===== config.mk =====
export PLATFORM = sky130hd
export DESIGN_NAME = sks_sequencer
export DESIGN_NICKNAME = d
export VERILOG_FILES = /design/src/core/sks_pkg.sv /design/src/core/sks_core_if.sv /design/src/core/sks_slot_gen.sv /design/src/core/sks_adder.sv /design/src/core/sks_sequencer.sv
export VERILOG_INCLUDE_DIRS = /design/src /design/src/core
export SDC_FILE = /design/constraint.sdc
export NUM_CORES = 1
export LEC_CHECK = 0
export BUFFER_PORTS_ARGS = -buffer_cell sky130_fd_sc_hd__buf_2
export CELL_PAD_IN_SITES_DETAIL_PLACEMENT = 0
export CELL_PAD_IN_SITES_GLOBAL_PLACEMENT = 2
export CORE_ASPECT_RATIO = 0.7
export CORE_MARGIN = 4
export CORE_UTILIZATION = 35
export DETAILED_ROUTE_END_ITERATION = 10
export PLACE_DENSITY = 0.88
export SKIP_CTS_REPAIR_TIMING = 1
export SYNTH_ARGS = -nofsm -noshare
export SYNTH_HDL_FRONTEND = slang
export SYNTH_SLANG_ARGS = --single-unit

===== constraint.sdc =====
create_clock -name clk_sys -period 4.4 [get_ports clk_sys]
set_clock_uncertainty 0.15 [all_clocks]
set_input_delay 0.22 -clock clk_sys [delete_from_list [all_inputs] [get_ports clk_sys]]
set_output_delay 0.22 -clock clk_sys [all_outputs]
set_load 0.01 [all_outputs]

===== src/core/sks_consts.svh =====
// Named constants for the skip instruction sequencer.
`ifndef SKS_CONSTS_SVH
`define SKS_CONSTS_SVH

// Slot index is 4*(n-1)+(m-1) for time slot Tn.m.
`define SKS_SLOT_W   4
`define SKS_T11      4'h0
`define SKS_T13      4'h2
`define SKS_T14      4'h3
`define SKS_T21      4'h4
`define SKS_T23      4'h6
`define SKS_T24      4'h7
`define SKS_T31      4'h8
`define SKS_T32      4'h9
`define SKS_T33      4'hA
`define SKS_T34      4'hB
`define SKS_T41      4'hC
`define SKS_T42      4'hD
`define SKS_T43      4'hE
`define SKS_T44      4'hF
`define SKS_SLOT_ONE 4'h1

// Function codes (octal 50, 56, 57) and parity sub-codes (octal 54, 55).
`define SKS_OP_W       6
`define SKS_OP_PARITY  6'h28
`define SKS_OP_CMP     6'h2E
`define SKS_OP_INC     6'h2F
`define SKS_SUB_ODD    6'h2C
`define SKS_SUB_EVEN   6'h2D

`endif


===== src/core/sks_pkg.sv =====
// Types shared by the skip instruction sequencer modules.
package sks_pkg;
    typedef enum logic [4:0] {
        SKS_IDLE = 5'h01,
        SKS_R1   = 5'h02,
        SKS_WB   = 5'h04,
        SKS_ISEQ = 5'h08,
        SKS_TAIL = 5'h10
    } sks_state_e;
endpackage


===== src/core/sks_core_if.sv =====
// Carrier between the sequencer, its slot generator and its adder.
`timescale 1ns/1ps
interface sks_core_if #(
    parameter int WIDTH = 18
);
    logic [3:0]       slot;
    logic [WIDTH-1:0] x_op;
    logic [WIDTH-1:0] d_op;
    logic             borrow_in;
    logic [WIDTH-1:0] sum;
    logic             x_eq_dn;

    modport slot_src (output slot);
    modport adder    (input x_op, input d_op, input borrow_in, output sum, output x_eq_dn);
    modport ctrl     (input slot, output x_op, output d_op, output borrow_in,
                      input sum, input x_eq_dn);
endinterface


===== src/core/sks_slot_gen.sv =====
// Free running four-phase time slot generator.
`timescale 1ns/1ps
`include "sks_consts.svh"
module sks_slot_gen (
    // Clock and reset
    input  wire logic clk_sys,
    input  wire logic arst_n,
    // Slot output
    sks_core_if.slot_src core
);
    logic [3:0] slot_r;

    // One slot per clock; wraps from T4.4 back to T1.1.
    always_ff @(posedge clk_sys or negedge arst_n) begin
        if (!arst_n) begin
            slot_r <= `SKS_T11;
        end else begin
            slot_r <= slot_r + `SKS_SLOT_ONE;
        end
    end

    assign core.slot = slot_r;
endmodule


===== src/core/sks_adder.sv =====
// Subtractive adder computing X - D' with optional borrow insertion.
`timescale 1ns/1ps
module sks_adder #(
    parameter int WIDTH = 18
) (
    // Operands and result
    sks_core_if.adder core
);
    logic [WIDTH:0] wide;

    // Elaboration refuses a width too narrow for a sign and a magnitude.
    if (WIDTH < 2) begin : g_width_check
        $error("sks_adder: WIDTH too small");
    end

    // X - D' equals X + D + 1; an inserted borrow takes one away.
    always_comb begin
        wide = {1'b0, core.x_op} + {1'b0, core.d_op} + {{WIDTH{1'b0}}, 1'b1}
               - {{WIDTH{1'b0}}, core.borrow_in};
    end

    assign core.sum     = wide[WIDTH-1:0];
    assign core.x_eq_dn = (core.x_op == ~core.d_op);
endmodule


===== src/core/sks_sequencer.sv =====
// Sequencer for the increment-and-skip, parity-skip and compare-skip tail.
//
// Functional notes
// - Increment-and-skip skips the next instruction when its operand is positive zero.
// - A nonzero operand is reduced by one through the adder with borrow insertion.
// - Write-back stores the adder result into the operand's memory location.
// - Read sequence fetches the operand and places it in the second operand.
// - First operand is loaded with all ones, so comparison raises no borrow.
// - Zero operand with all-ones first operand gives an all-zero adder output.
// - Borrow insertion set at read T4.4 when unequal; cleared at write T2.3.
// - Address register cleared at prior T4.4, loaded from adder at T1.1.
// - Read T1.3 clears write data and first operand; T1.4 loads first operand.
// - Read T2.1 gates write data onward; second operand cleared T2.3, loaded T2.4.
// - Write-back starts memory T1.1, clears T1.3, loads adder at T1.4.
// - Advance subsequence runs only for a zero operand; otherwise suppressed.
// - Advance T3.3 clears operands, sets control; T3.4 copies counter, inhibits borrow.
// - Write T4.3 clears advance-control and borrow-inhibit flags.
// - Parity skips evaluate the AND of upper and lower accumulators.
// - Odd variant skips on odd parity, even variant on even parity.
// - Even count of ones is even parity, odd count is odd parity.
// - Compare-skip starts control memory only when equality flag stayed clear.
// - Compare-skip select-to-arithmetic gating drops at T3.1.
// - Parity flag set at T1.4 on odd value; counter advanced at T4.2 on skip.
`timescale 1ns/1ps
`include "sks_consts.svh"
module sks_sequencer #(
    parameter int WIDTH = 18
) (
    // Clock and reset
    input  wire logic             clk_sys,
    input  wire logic             arst_n,
    // Instruction request
    input  wire logic             start,
    input  wire logic [5:0]       opcode,
    input  wire logic [5:0]       sub_code,
    input  wire logic [WIDTH-1:0] operand_addr,
    input  wire logic [WIDTH-1:0] compare_value,
    // Accumulators
    input  wire logic [WIDTH-1:0] upper_accumulator,
    input  wire logic [WIDTH-1:0] lower_accumulator,
    // Program counter preload
    input  wire logic             pc_load,
    input  wire logic [WIDTH-1:0] pc_value,
    // Memory
    input  wire logic [WIDTH-1:0] mem_rdata,
    output logic                  mem_init,
    output logic                  mem_write,
    output logic [WIDTH-1:0]      memory_address_register,
    output logic [WIDTH-1:0]      write_data_register,
    // Status
    output logic [WIDTH-1:0]      program_counter,
    output logic                  control_memory_init,
    output logic                  busy,
    output logic                  done,
    output logic                  skip_taken,
    output logic                  parity_result_flag,
    output logic                  equality_flag
);
    localparam logic [WIDTH-1:0] ALL_ONES = {WIDTH{1'b1}};

    sks_core_if #(.WIDTH(WIDTH)) core ();

    sks_slot_gen u_slot (
        .clk_sys (clk_sys),
        .arst_n  (arst_n),
        .core    (core)
    );

    sks_adder #(.WIDTH(WIDTH)) u_adder (
        .core (core)
    );

    // Elaboration refuses a width too narrow for a sign and a magnitude.
    if (WIDTH < 2) begin : g_width_check
        $error("sks_sequencer: WIDTH too small");
    end

    sks_pkg::sks_state_e state_r;
    logic [3:0]          slot;
    logic                pend_r;
    logic [5:0]          op_r;
    logic [5:0]          sub_r;
    logic [WIDTH-1:0]    x_r;
    logic [WIDTH-1:0]    d_r;
    logic [WIDTH-1:0]    arith_sel;
    logic                zsel_gate_r;
    logic                acc_gate_r;
    logic                borrow_insertion_flag;
    logic                borrow_inhibit_flag;
    logic                program_increment_flag;
    logic                advance_control_flag;
    logic                is_inc;
    logic                is_cmp;
    logic                is_par;
    logic                par_skip;
    logic                in_r1;
    logic                in_wb;
    logic                in_iseq;

    assign slot   = core.slot;
    assign is_inc = (op_r == `SKS_OP_INC);
    assign is_cmp = (op_r == `SKS_OP_CMP);
    assign is_par = (op_r == `SKS_OP_PARITY)
                    && (sub_r == `SKS_SUB_ODD || sub_r == `SKS_SUB_EVEN);
    assign in_r1   = (state_r == sks_pkg::SKS_R1);
    assign in_wb   = (state_r == sks_pkg::SKS_WB);
    assign in_iseq = (state_r == sks_pkg::SKS_ISEQ);

    // Odd variant skips on a set flag, even variant on a clear one.
    assign par_skip = (sub_r == `SKS_SUB_ODD) ? parity_result_flag
                                              : !parity_result_flag;

    // Adder operands; an inhibit holds back the inserted borrow.
    assign core.x_op      = x_r;
    assign core.d_op      = d_r;
    assign core.borrow_in = borrow_insertion_flag && !borrow_inhibit_flag;

    // Arithmetic select: accumulator AND, gated write data, or the idle level.
    // The idle level is all ones, except the compare value for compare-skip.
    always_comb begin
        if (acc_gate_r) begin
            arith_sel = upper_accumulator & lower_accumulator;
        end else if (zsel_gate_r) begin
            arith_sel = write_data_register;
        end else if (is_cmp) begin
            arith_sel = compare_value;
        end else begin
            arith_sel = ALL_ONES;
        end
    end

    // A request is held until the next sequence boundary; the set wins.
    always_ff @(posedge clk_sys or negedge arst_n) begin
        if (!arst_n) begin
            pend_r <= 1'b0;
            op_r   <= 6'h00;
            sub_r  <= 6'h00;
        end else begin
            if (start && !pend_r && !busy) begin
                pend_r <= 1'b1;
                op_r   <= opcode;
                sub_r  <= sub_code;
            end else if (slot == `SKS_T44 && state_r == sks_pkg::SKS_IDLE) begin
                pend_r <= 1'b0;
            end
        end
    end

    // Sequence changes only at T4.4, so every command keeps slot order.
    always_ff @(posedge clk_sys or negedge arst_n) begin
        if (!arst_n) begin
            state_r <= sks_pkg::SKS_IDLE;
        end else if (slot == `SKS_T44) begin
            case (state_r)
                sks_pkg::SKS_IDLE: begin
                    if (pend_r && (is_inc || is_cmp)) begin
                        state_r <= sks_pkg::SKS_R1;
                    end else if (pend_r && is_par) begin
                        state_r <= sks_pkg::SKS_ISEQ;
                    end else begin
                        state_r <= sks_pkg::SKS_IDLE;
                    end
                end
                sks_pkg::SKS_R1: begin
                    state_r <= is_inc ? sks_pkg::SKS_WB : sks_pkg::SKS_TAIL;
                end
                default: begin
                    state_r <= sks_pkg::SKS_IDLE;
                end
            endcase
        end
    end

    // Busy from acceptance until the final sequence ends.
    always_ff @(posedge clk_sys or negedge arst_n) begin
        if (!arst_n) begin
            busy <= 1'b0;
            done <= 1'b0;
        end else begin
            done <= 1'b0;
            if (start && !pend_r && !busy) begin
                busy <= 1'b1;
            end else if (slot == `SKS_T44 && busy) begin
                if (in_wb || in_iseq || (state_r == sks_pkg::SKS_TAIL)
                    || (state_r == sks_pkg::SKS_IDLE && pend_r && !is_inc && !is_cmp
                        && !is_par)) begin
                    busy <= 1'b0;
                    done <= 1'b1;
                end
            end
        end
    end

    // Address register: cleared at the prior T4.4, loaded from adder at T1.1.
    always_ff @(posedge clk_sys or negedge arst_n) begin
        if (!arst_n) begin
            memory_address_register <= {WIDTH{1'b0}};
        end else if (slot == `SKS_T44 && state_r == sks_pkg::SKS_IDLE && pend_r
                     && (is_inc || is_cmp)) begin
            memory_address_register <= {WIDTH{1'b0}};
        end else if (slot == `SKS_T11 && in_r1) begin
            memory_address_register <= core.sum;
        end
    end

    // Memory start strobes; write-back reuses the address held from the read.
    always_ff @(posedge clk_sys or negedge arst_n) begin
        if (!arst_n) begin
            mem_init  <= 1'b0;
            mem_write <= 1'b0;
        end else begin
            mem_init  <= (slot == `SKS_T11) && (in_r1 || in_wb);
            mem_write <= (slot == `SKS_T11) && in_wb;
        end
    end

    // Write data register: memory path in the read, adder path in write-back.
    // The memory path is inhibited in write-back so the result is not lost.
    always_ff @(posedge clk_sys or negedge arst_n) begin
        if (!arst_n) begin
            write_data_register <= {WIDTH{1'b0}};
        end else if (slot == `SKS_T13 && (in_r1 || in_wb)) begin
            write_data_register <= {WIDTH{1'b0}};
        end else if (slot == `SKS_T14 && in_r1) begin
            write_data_register <= mem_rdata;
        end else if (slot == `SKS_T14 && in_wb) begin
            write_data_register <= core.sum;
        end
    end

    // Path gates for the operand transfer and for the accumulator AND.
    always_ff @(posedge clk_sys or negedge arst_n) begin
        if (!arst_n) begin
            zsel_gate_r <= 1'b0;
            acc_gate_r  <= 1'b0;
        end else begin
            if (slot == `SKS_T21 && in_r1) begin
                zsel_gate_r <= 1'b1;
            end else if (slot == `SKS_T31) begin
                zsel_gate_r <= 1'b0;
            end
            if (slot == `SKS_T11 && in_iseq) begin
                acc_gate_r <= 1'b1;
            end else if (slot == `SKS_T21) begin
                acc_gate_r <= 1'b0;
            end
        end
    end

    // First operand register.
    // At launch it holds all ones with the address in D, so the adder
    // hands the address to the address register at T1.1.
    always_ff @(posedge clk_sys or negedge arst_n) begin
        if (!arst_n) begin
            x_r <= {WIDTH{1'b0}};
        end else if (slot == `SKS_T44 && state_r == sks_pkg::SKS_IDLE && pend_r) begin
            x_r <= ALL_ONES;
        end else if (slot == `SKS_T13 && in_r1) begin
            x_r <= {WIDTH{1'b0}};
        end else if (slot == `SKS_T14 && in_r1) begin
            x_r <= arith_sel;
        end else if (slot == `SKS_T33 && advance_go()) begin
            x_r <= {WIDTH{1'b0}};
        end
    end

    // Second operand register.
    always_ff @(posedge clk_sys or negedge arst_n) begin
        if (!arst_n) begin
            d_r <= {WIDTH{1'b0}};
        end else if (slot == `SKS_T44 && state_r == sks_pkg::SKS_IDLE && pend_r) begin
            d_r <= operand_addr;
        end else if (slot == `SKS_T23 && in_r1) begin
            d_r <= {WIDTH{1'b0}};
        end else if (slot == `SKS_T24 && in_r1) begin
            d_r <= arith_sel;
        end else if (slot == `SKS_T33 && advance_go()) begin
            d_r <= {WIDTH{1'b0}};
        end else if (slot == `SKS_T34 && advance_control_flag) begin
            d_r <= program_counter;
        end
    end

    // The advance subsequence is entered only on a satisfied skip condition.
    function automatic logic advance_go();
        advance_go = (in_wb && program_increment_flag) || (in_iseq && par_skip);
    endfunction

    // Borrow insertion: set on a nonzero operand, cleared in write-back.
    always_ff @(posedge clk_sys or negedge arst_n) begin
        if (!arst_n) begin
            borrow_insertion_flag <= 1'b0;
        end else if (slot == `SKS_T44 && in_r1 && is_inc && !core.x_eq_dn) begin
            borrow_insertion_flag <= 1'b1;
        end else if (slot == `SKS_T23 && in_wb) begin
            borrow_insertion_flag <= 1'b0;
        end
    end

    // Program-increment flag opens the advance only for a zero operand.
    always_ff @(posedge clk_sys or negedge arst_n) begin
        if (!arst_n) begin
            program_increment_flag <= 1'b0;
        end else if (slot == `SKS_T31 && in_wb && core.x_eq_dn) begin
            program_increment_flag <= 1'b1;
        end else if (slot == `SKS_T41) begin
            program_increment_flag <= 1'b0;
        end
    end

    // Advance-control and borrow-inhibit flags bracket the counter step.
    always_ff @(posedge clk_sys or negedge arst_n) begin
        if (!arst_n) begin
            advance_control_flag <= 1'b0;
            borrow_inhibit_flag  <= 1'b0;
        end else begin
            if (slot == `SKS_T33 && advance_go()) begin
                advance_control_flag <= 1'b1;
            end else if (slot == `SKS_T43) begin
                advance_control_flag <= 1'b0;
            end
            if (slot == `SKS_T34 && advance_control_flag) begin
                borrow_inhibit_flag <= 1'b1;
            end else if (slot == `SKS_T43) begin
                borrow_inhibit_flag <= 1'b0;
            end
        end
    end

    // Program counter: external preload, or the incremented adder result.
    // The internal step wins so a skip is never lost to a late preload.
    always_ff @(posedge clk_sys or negedge arst_n) begin
        if (!arst_n) begin
            program_counter <= {WIDTH{1'b0}};
        end else if (slot == `SKS_T42 && advance_control_flag) begin
            program_counter <= core.sum;
        end else if (pc_load) begin
            program_counter <= pc_value;
        end
    end

    // Skip indication, raised for the cycle after the counter steps.
    always_ff @(posedge clk_sys or negedge arst_n) begin
        if (!arst_n) begin
            skip_taken <= 1'b0;
        end else begin
            skip_taken <= (slot == `SKS_T42) && advance_control_flag;
        end
    end

    // Parity flag: reduction XOR is one for an odd count of ones.
    always_ff @(posedge clk_sys or negedge arst_n) begin
        if (!arst_n) begin
            parity_result_flag <= 1'b0;
        end else if (slot == `SKS_T13 && in_iseq) begin
            parity_result_flag <= 1'b0;
        end else if (slot == `SKS_T14 && in_iseq) begin
            parity_result_flag <= ^arith_sel;
        end
    end

    // Equality flag for compare-skip, sampled at read T3.2.
    always_ff @(posedge clk_sys or negedge arst_n) begin
        if (!arst_n) begin
            equality_flag <= 1'b0;
        end else if (slot == `SKS_T11 && in_r1 && is_cmp) begin
            equality_flag <= 1'b0;
        end else if (slot == `SKS_T32 && in_r1 && is_cmp && core.x_eq_dn) begin
            equality_flag <= 1'b1;
        end
    end

    // Control memory starts at the next T1.1 only if operands differed.
    always_ff @(posedge clk_sys or negedge arst_n) begin
        if (!arst_n) begin
            control_memory_init <= 1'b0;
        end else begin
            control_memory_init <= (slot == `SKS_T11)
                                   && (state_r == sks_pkg::SKS_TAIL)
                                   && !equality_flag;
        end
    end
endmodule


======== Word-level counts from Yosys, hierarchy flattened ========
Cells that the tools add are included.
word-level totals
  output and inout bits ................... 62
  input bits .............................. 124
  logic and storage cells ................. 180
  bits in registers ....................... 126
cells by class
  add/sub/neg operators ................... 4
  equality and inequality tests ........... 24
  bitwise operators ....................... 2
  reduce and logical (&&, ||, !) cells .... 79
  muxes and demuxes ....................... 47
operator list
  operator                 count
  $mux W18                 19
  $logic_and A1 B1 Y1      44
  $eq A4 B4 Y1 const B     8
  $eq A6 B6 Y1 const B     5
  $reduce_bool A2 Y1       13
  $mux W1                  24
  $add A18 B1 Y18 const B  1
  $add A18 B18 Y18         1
  $and A18 B18 Y18         1
  $eq A18 B18 Y1           1
  $not A18 Y18             1
  $reduce_xor A18 Y1       1
  $sub A18 B1 Y18          1
  $eq A4 B3 Y1 const B     3
  $mux W5                  2
  $pmux W5 S2              1
  $logic_not A1 Y1         9
  $eq A4 B2 Y1 const B     2
  $logic_or A1 B1 Y1       7
  $eq A5 B1 Y1 const B     1
  $eq A5 B2 Y1 const B     1
  $eq A5 B3 Y1 const B     1
  $eq A5 B4 Y1 const B     1
  $eq A5 B5 Y1 const B     1
  7 further kinds          7

======== Longest topological paths before layout ========
  word-level depth ........................ 9
  depth in mapped cells ................... 12
  depth with buffers taken out ............ 12

======== Modules after synthesis ========
Synthesis repeated with hierarchy kept, for this count alone.
unflattened totals
  cells, all modules ...................... 894
  area, all modules ....................... 7,818.7 µm²
by module, submodules not included
  module         cells an instance  area an instance (µm²)  seq. area each (µm²)  times used
  sks_sequencer  661                6,208.5                 3,054.2               1
  sks_adder      224                1,466.4                 0.0                   1
  sks_slot_gen   9                  143.9                   100.1                 1

======== Worst setup path before layout ========
No wires, ideal clock.
  path type ............................... reg-to-reg
  from .................................... reg borrow_insertion_flag
  to ...................................... reg write_data_register[16]
  buffers on the path ..................... 0
  library setup time ...................... 118 ps
  cell stages (with the launch flop) ...... 12
  path slack .............................. 1,405 ps
  data arrival time ....................... 2,727 ps
  required time ........................... 4,132 ps
  period minus slack after synthesis ...... 2,995 ps
  path through ............................ dfrtp_1 nor2b_1 fa_1 fa_1 a21boi_1 o21a_1 o21a_1 o2111ai_2 a21o_1 a2111oi_1 a21oi_1 a21o_1
on the way
  cells in the longest elaborated chain, start to end .. 5
RTL lines
  item                    RTL line              text
  start, declared         sks_sequencer.sv:88   logic borrow_insertion_flag;
  start signal, assigned  sks_sequencer.sv:292  borrow_insertion_flag <= 1'b0;
  start signal, assigned  sks_sequencer.sv:294  borrow_insertion_flag <= 1'b1;
  start signal, assigned  sks_sequencer.sv:296  borrow_insertion_flag <= 1'b0;
  $logic_and A1 B1 Y1     sks_sequencer.sv:116  assign core.borrow_in = borrow_insertion_flag && !borrow_inhibit_flag;
  $sub A18 B1 Y18         sks_adder.sv:19       - {{WIDTH{1'b0}}, core.borrow_in};
  $mux W18                sks_sequencer.sv:226  end else if (slot == `SKS_T14 && in_wb) begin
  $mux W18                sks_sequencer.sv:224  end else if (slot == `SKS_T14 && in_r1) begin
  $mux W18                sks_sequencer.sv:222  end else if (slot == `SKS_T13 && (in_r1 || in_wb)) begin
  end signal, assigned    sks_sequencer.sv:223  write_data_register <= {WIDTH{1'b0}};
  end signal, assigned    sks_sequencer.sv:225  write_data_register <= mem_rdata;
  end signal, assigned    sks_sequencer.sv:227  write_data_register <= core.sum;
  end, declared           sks_sequencer.sv:49   output logic [WIDTH-1:0] write_data_register,
No other way between the ends. The select of a mux whose other input is x is not followed.
A chain may end at the register's enable or synchronous reset.

======== Final worst setup path ========
Ends and elaborated chain as after synthesis.

==> run_results.csv <==
group,metric,value,unit
finish,nets,1208,
route,wl_met3,2560,um
route,met2WireLength,11000,um
power_and_ir_drop,ir_worst_vdd,0.000351,V
route,routedWlPerCell,21.1,um
critical_path,r2r_slack,0.97,ns
grt,grt_pass1_vias,6782,
die,num_rows,45,
clocking,clkLatencyLatePin,0.44,ns
clocking,clk_pin_slew,0.06,ns
critical_path,worstSetupPathType,"reg2reg",
die,die_w,186,um
critical_path,worst-path-buf-inv,0,
route,drcViolationCount,0,
status,status,"finished with violations",
logic_synthesis,synth_area,0.00776,mm2
clocking,ctsLongestPathBuffers,2,
critical_path,worstPathArrival,3.60,ns
critical_path,reg2reg_depth,11,
hold_path,whs_path_depth,3,
grt,antenna_found_initial,0,
critical_path,start_kind,"flip-flop",
logic_synthesis,yosysUniqueCellTypes,69,
logic_synthesis,synth_flop_cell,"dfrtp_1",
route,dr.max_layer_used,"met4",
sta,finalHoldViolCount,12,
placement,gp_congestion,0.885,
critical_path,slowest_delay,0.63,ns
route,first_pass_iters,5,
critical_path,worst_path_max_delay_cell,"a2111oi_1",
power_and_ir_drop,leakage,4.90,nW
hold_path,min_from,"mem_rdata[2]",
route,wl,28300,um
finish,drive_gt1_frac,0.270,
grt,grt-ovfl-total,0,
die,die-area,0.0247,mm2
sta,fmaxAchievable,0.291,GHz
route,wl_met1,14500,um
logic_synthesis,postSynthAreaPerCell,9.41,um2
sta,fin_crit_sh,0.780,
critical_path,crit_family,"compound AO/OA/AOI/OAI gates",
critical_path,worst_setup_path_end_kind,"flip-flop",
sta,holdWs,-0.0410,ns
sta,tns,0,ns
logic_synthesis,synth.net_count,987,
sta,tightest_slew,1.13,ns
sta,relSlewSlack,0.242,
clocking,ctsHtreeMaxLevel,4,
power_and_ir_drop,power.total,6.51,mW
critical_path,critical_path_peak_fanout,4,
status,violations,"negative hold slack",
route,drt_iter0_drc,612,
clocking,cts_root_buf,"clkbuf_16",
logic_synthesis,yosysWarnings,0,
sta,slew_violations,0,
die,pin_count,186,
die,core,0.0217,mm2
sta,setup_violations,0,
placement,dp_hpwl,22100,um
critical_path,rr_endpoint,"write_data_register[16]$_DFFE_PN0P_",
logic_synthesis,ys_seq_elements,126,
logic_synthesis,ys_seq_area_frac,0.406,
route,viasPerCell,5.24,
sta,rsz0062_at_grt,"no",
grt,grt_use_total,0.227,
sta,min_period,3.43,ns
flow_run,drv_cap,0,
logic_synthesis,synth_edf_count,0,
route,vias,7029,
hold_path,hp-class,"in2reg",
critical_path,r2r-start,"borrow_insertion_flag$_DFFE_PN0P_",
critical_path,cp_cell_sequence,"nor2b_1, fa_1, fa_1, a21boi_1, o21a_1, o21a_1, o2111ai_2, a21o_1, a2111oi_1, a21oi_1, a21o_1",
clocking,clock-sinks,126,
logic_synthesis,synthesis.instances,825,
grt,grt_pass1_wl,42200,um
route,drtAntennaViolNets,0,
die,start_util,0.357,
clocking,cts_tree,"built",
grt,grt_max_degree,78,
clocking,numCtsBuffers,17,
hold_path,hold_end,"write_data_register[2]$_DFFE_PN0P_",
die,die_y,133,um
finish,areaGrowthSynthToFinish,29.1,%
finish,diodes,0,
placement,portBuffers,185,
power_and_ir_drop,power.density,650,mW/mm2
critical_path,required,4.57,ns
logic_synthesis,synthArstFlopShare,1.00,
-- worst max-delay path by stage --
stage,start,endpoint,slack (ns),depth (start not counted)
2_1_floorplan,borrow_insertion_flag$_DFFE_PN0P_,write_data_register[16]$_DFFE_PN0P_,1.41,11
3_3_place_gp,borrow_insertion_flag$_DFFE_PN0P_,write_data_register[16]$_DFFE_PN0P_,1.07,11
3_5_place_dp,borrow_insertion_flag$_DFFE_PN0P_,write_data_register[16]$_DFFE_PN0P_,0.94,11
4_1_cts,borrow_insertion_flag$_DFFE_PN0P_,write_data_register[16]$_DFFE_PN0P_,0.92,11
5_1_grt,core.x_op[0]$_DFFE_PN0P_,write_data_register[16]$_DFFE_PN0P_,0.67,11
6_report,borrow_insertion_flag$_DFFE_PN0P_,write_data_register[16]$_DFFE_PN0P_,0.97,11
-- registers in the layout, summed over array words and instances, names as in the netlist, 4 cells and up --
name                     flops
sub_r                        6
program_counter             18
state_r                      5
core.d_op                   18
u_slot.core.slot             4
core.x_op                   18
memory_address_register     18
op_r                         6
write_data_register         18
-- cells in the mapped netlist (4+ instances only) --
master | instances | area [um2]
a22o_1 | 10 | 87.6
nand3_1 | 14 | 70.1
o21a_1 | 8 | 60.1
a221o_1 | 12 | 120
ha_1 | 36 | 450
a21o_1 | 12 | 90.1
buf_2 | 14 | 70.1
a31oi_1 | 11 | 68.8
nor2b_1 | 11 | 68.8
nor4_1 | 4 | 25.0
a211oi_2 | 9 | 113
mux2_2 | 23 | 259
and3_1 | 8 | 50.1
inv_1 | 78 | 293
a21boi_0 | 8 | 60.1
nand4b_1 | 4 | 35.0
o21ai_0 | 59 | 295
a211o_1 | 6 | 52.6
nor3_1 | 5 | 25.0
a21oi_1 | 24 | 120
xnor2_1 | 24 | 210
nor2_1 | 54 | 203
nand4_1 | 5 | 31.3
xor2_1 | 12 | 105
o22ai_1 | 7 | 43.8
nand2_1 | 90 | 338
nand2b_1 | 11 | 68.8
mux2i_1 | 31 | 310
dfrtp_1 | 125 | 3130
a311oi_1 | 4 | 35.0
a22oi_1 | 18 | 135
a32oi_1 | 7 | 61.3
clkbuf_1 | 25 | 93.8
-- metrics by stage --
| stage | cell area, um2 | std cells | setup WS [ns] | util |
|---|---|---|---|---|
| 2_1_floorplan | 7760 | 825 | 1.41 | - |
| 3_3_place_gp | 8980 | 1264 | 1.07 | 0.413 |
| 3_5_place_dp | 8980 | 1264 | 0.936 | 0.413 |
| 4_1_cts | 9570 | 1296 | 0.923 | 0.440 |
| 5_1_grt | 10000 | 1341 | 0.668 | 0.461 |
| 6_report | 10000 | 1341 | 0.968 | 0.461 |
-- worst register-to-register path, stage by stage (launching register included) --
cell and delay, ns:
dfrtp_1 0.37, nor2b_1 0.16, fa_1 0.40, fa_1 0.42
a21boi_1 0.18, o21a_1 0.15, o21a_1 0.16, o2111ai_2 0.17
a21o_1 0.20, a2111oi_1 0.63, a21oi_1 0.15, a21o_1 0.18
-- final cells by class --
cell class | instances | area, um2
tap | 282 | 353
clock inverter | 14 | 156
inverter | 79 | 297
sequential | 126 | 3150
timing repair buffer | 245 | 1490
multi-input combinational | 577 | 4130
fill | 2120 | 11700
clock buffer | 18 | 439
-- metal layers --
metal / global-route usage / up-vias
met4: 0.0405 / 0
met5: 0 / -
met1: 0.370 / 3359
met2: 0.290 / 295
li1: - / 3360
met3: 0.0723 / 15
-- cells by family after synthesis --
family / Yosys count / share of synthesized area
adder cells (fa/ha/maj): 38 / 0.0632
AND/OR/NAND/NOR: 221 / 0.137
flip-flops: 126 / 0.406
XOR/XNOR: 39 / 0.0477
AO/OA/AOI/OAI: 225 / 0.208
multiplexers: 54 / 0.0734
buffers and inverters: 122 / 0.0642
-- cells in the final DEF, fill, tap and decap left out, types with 17 or more instances in the layout --
master | Yosys | final
nor2_1 | 54 | 53
nand2_1 | 90 | 90
xnor2_1 | 24 | 24
mux2_2 | 23 | 23
inv_1 | 78 | 78
clkbuf_16 | 0 | 17
o21ai_0 | 59 | 59
a21oi_1 | 24 | 23
a22oi_1 | 18 | 18
dlygate4sd3_1 | 0 | 45
buf_2 | 14 | 184
ha_1 | 36 | 36
mux2i_1 | 31 | 31
dfrtp_1 | 125 | 125
-- where the power goes --
part,internal [mW],leakage [nW],switching [mW],total (mW)
Clock,0.860,0.292,0.594,1.45
Sequential,1.40,1.49,0.173,1.57
Combinational,1.35,3.11,2.14,3.49
Total,3.61,4.90,2.91,6.51
(Power assumes the default switching activity.)
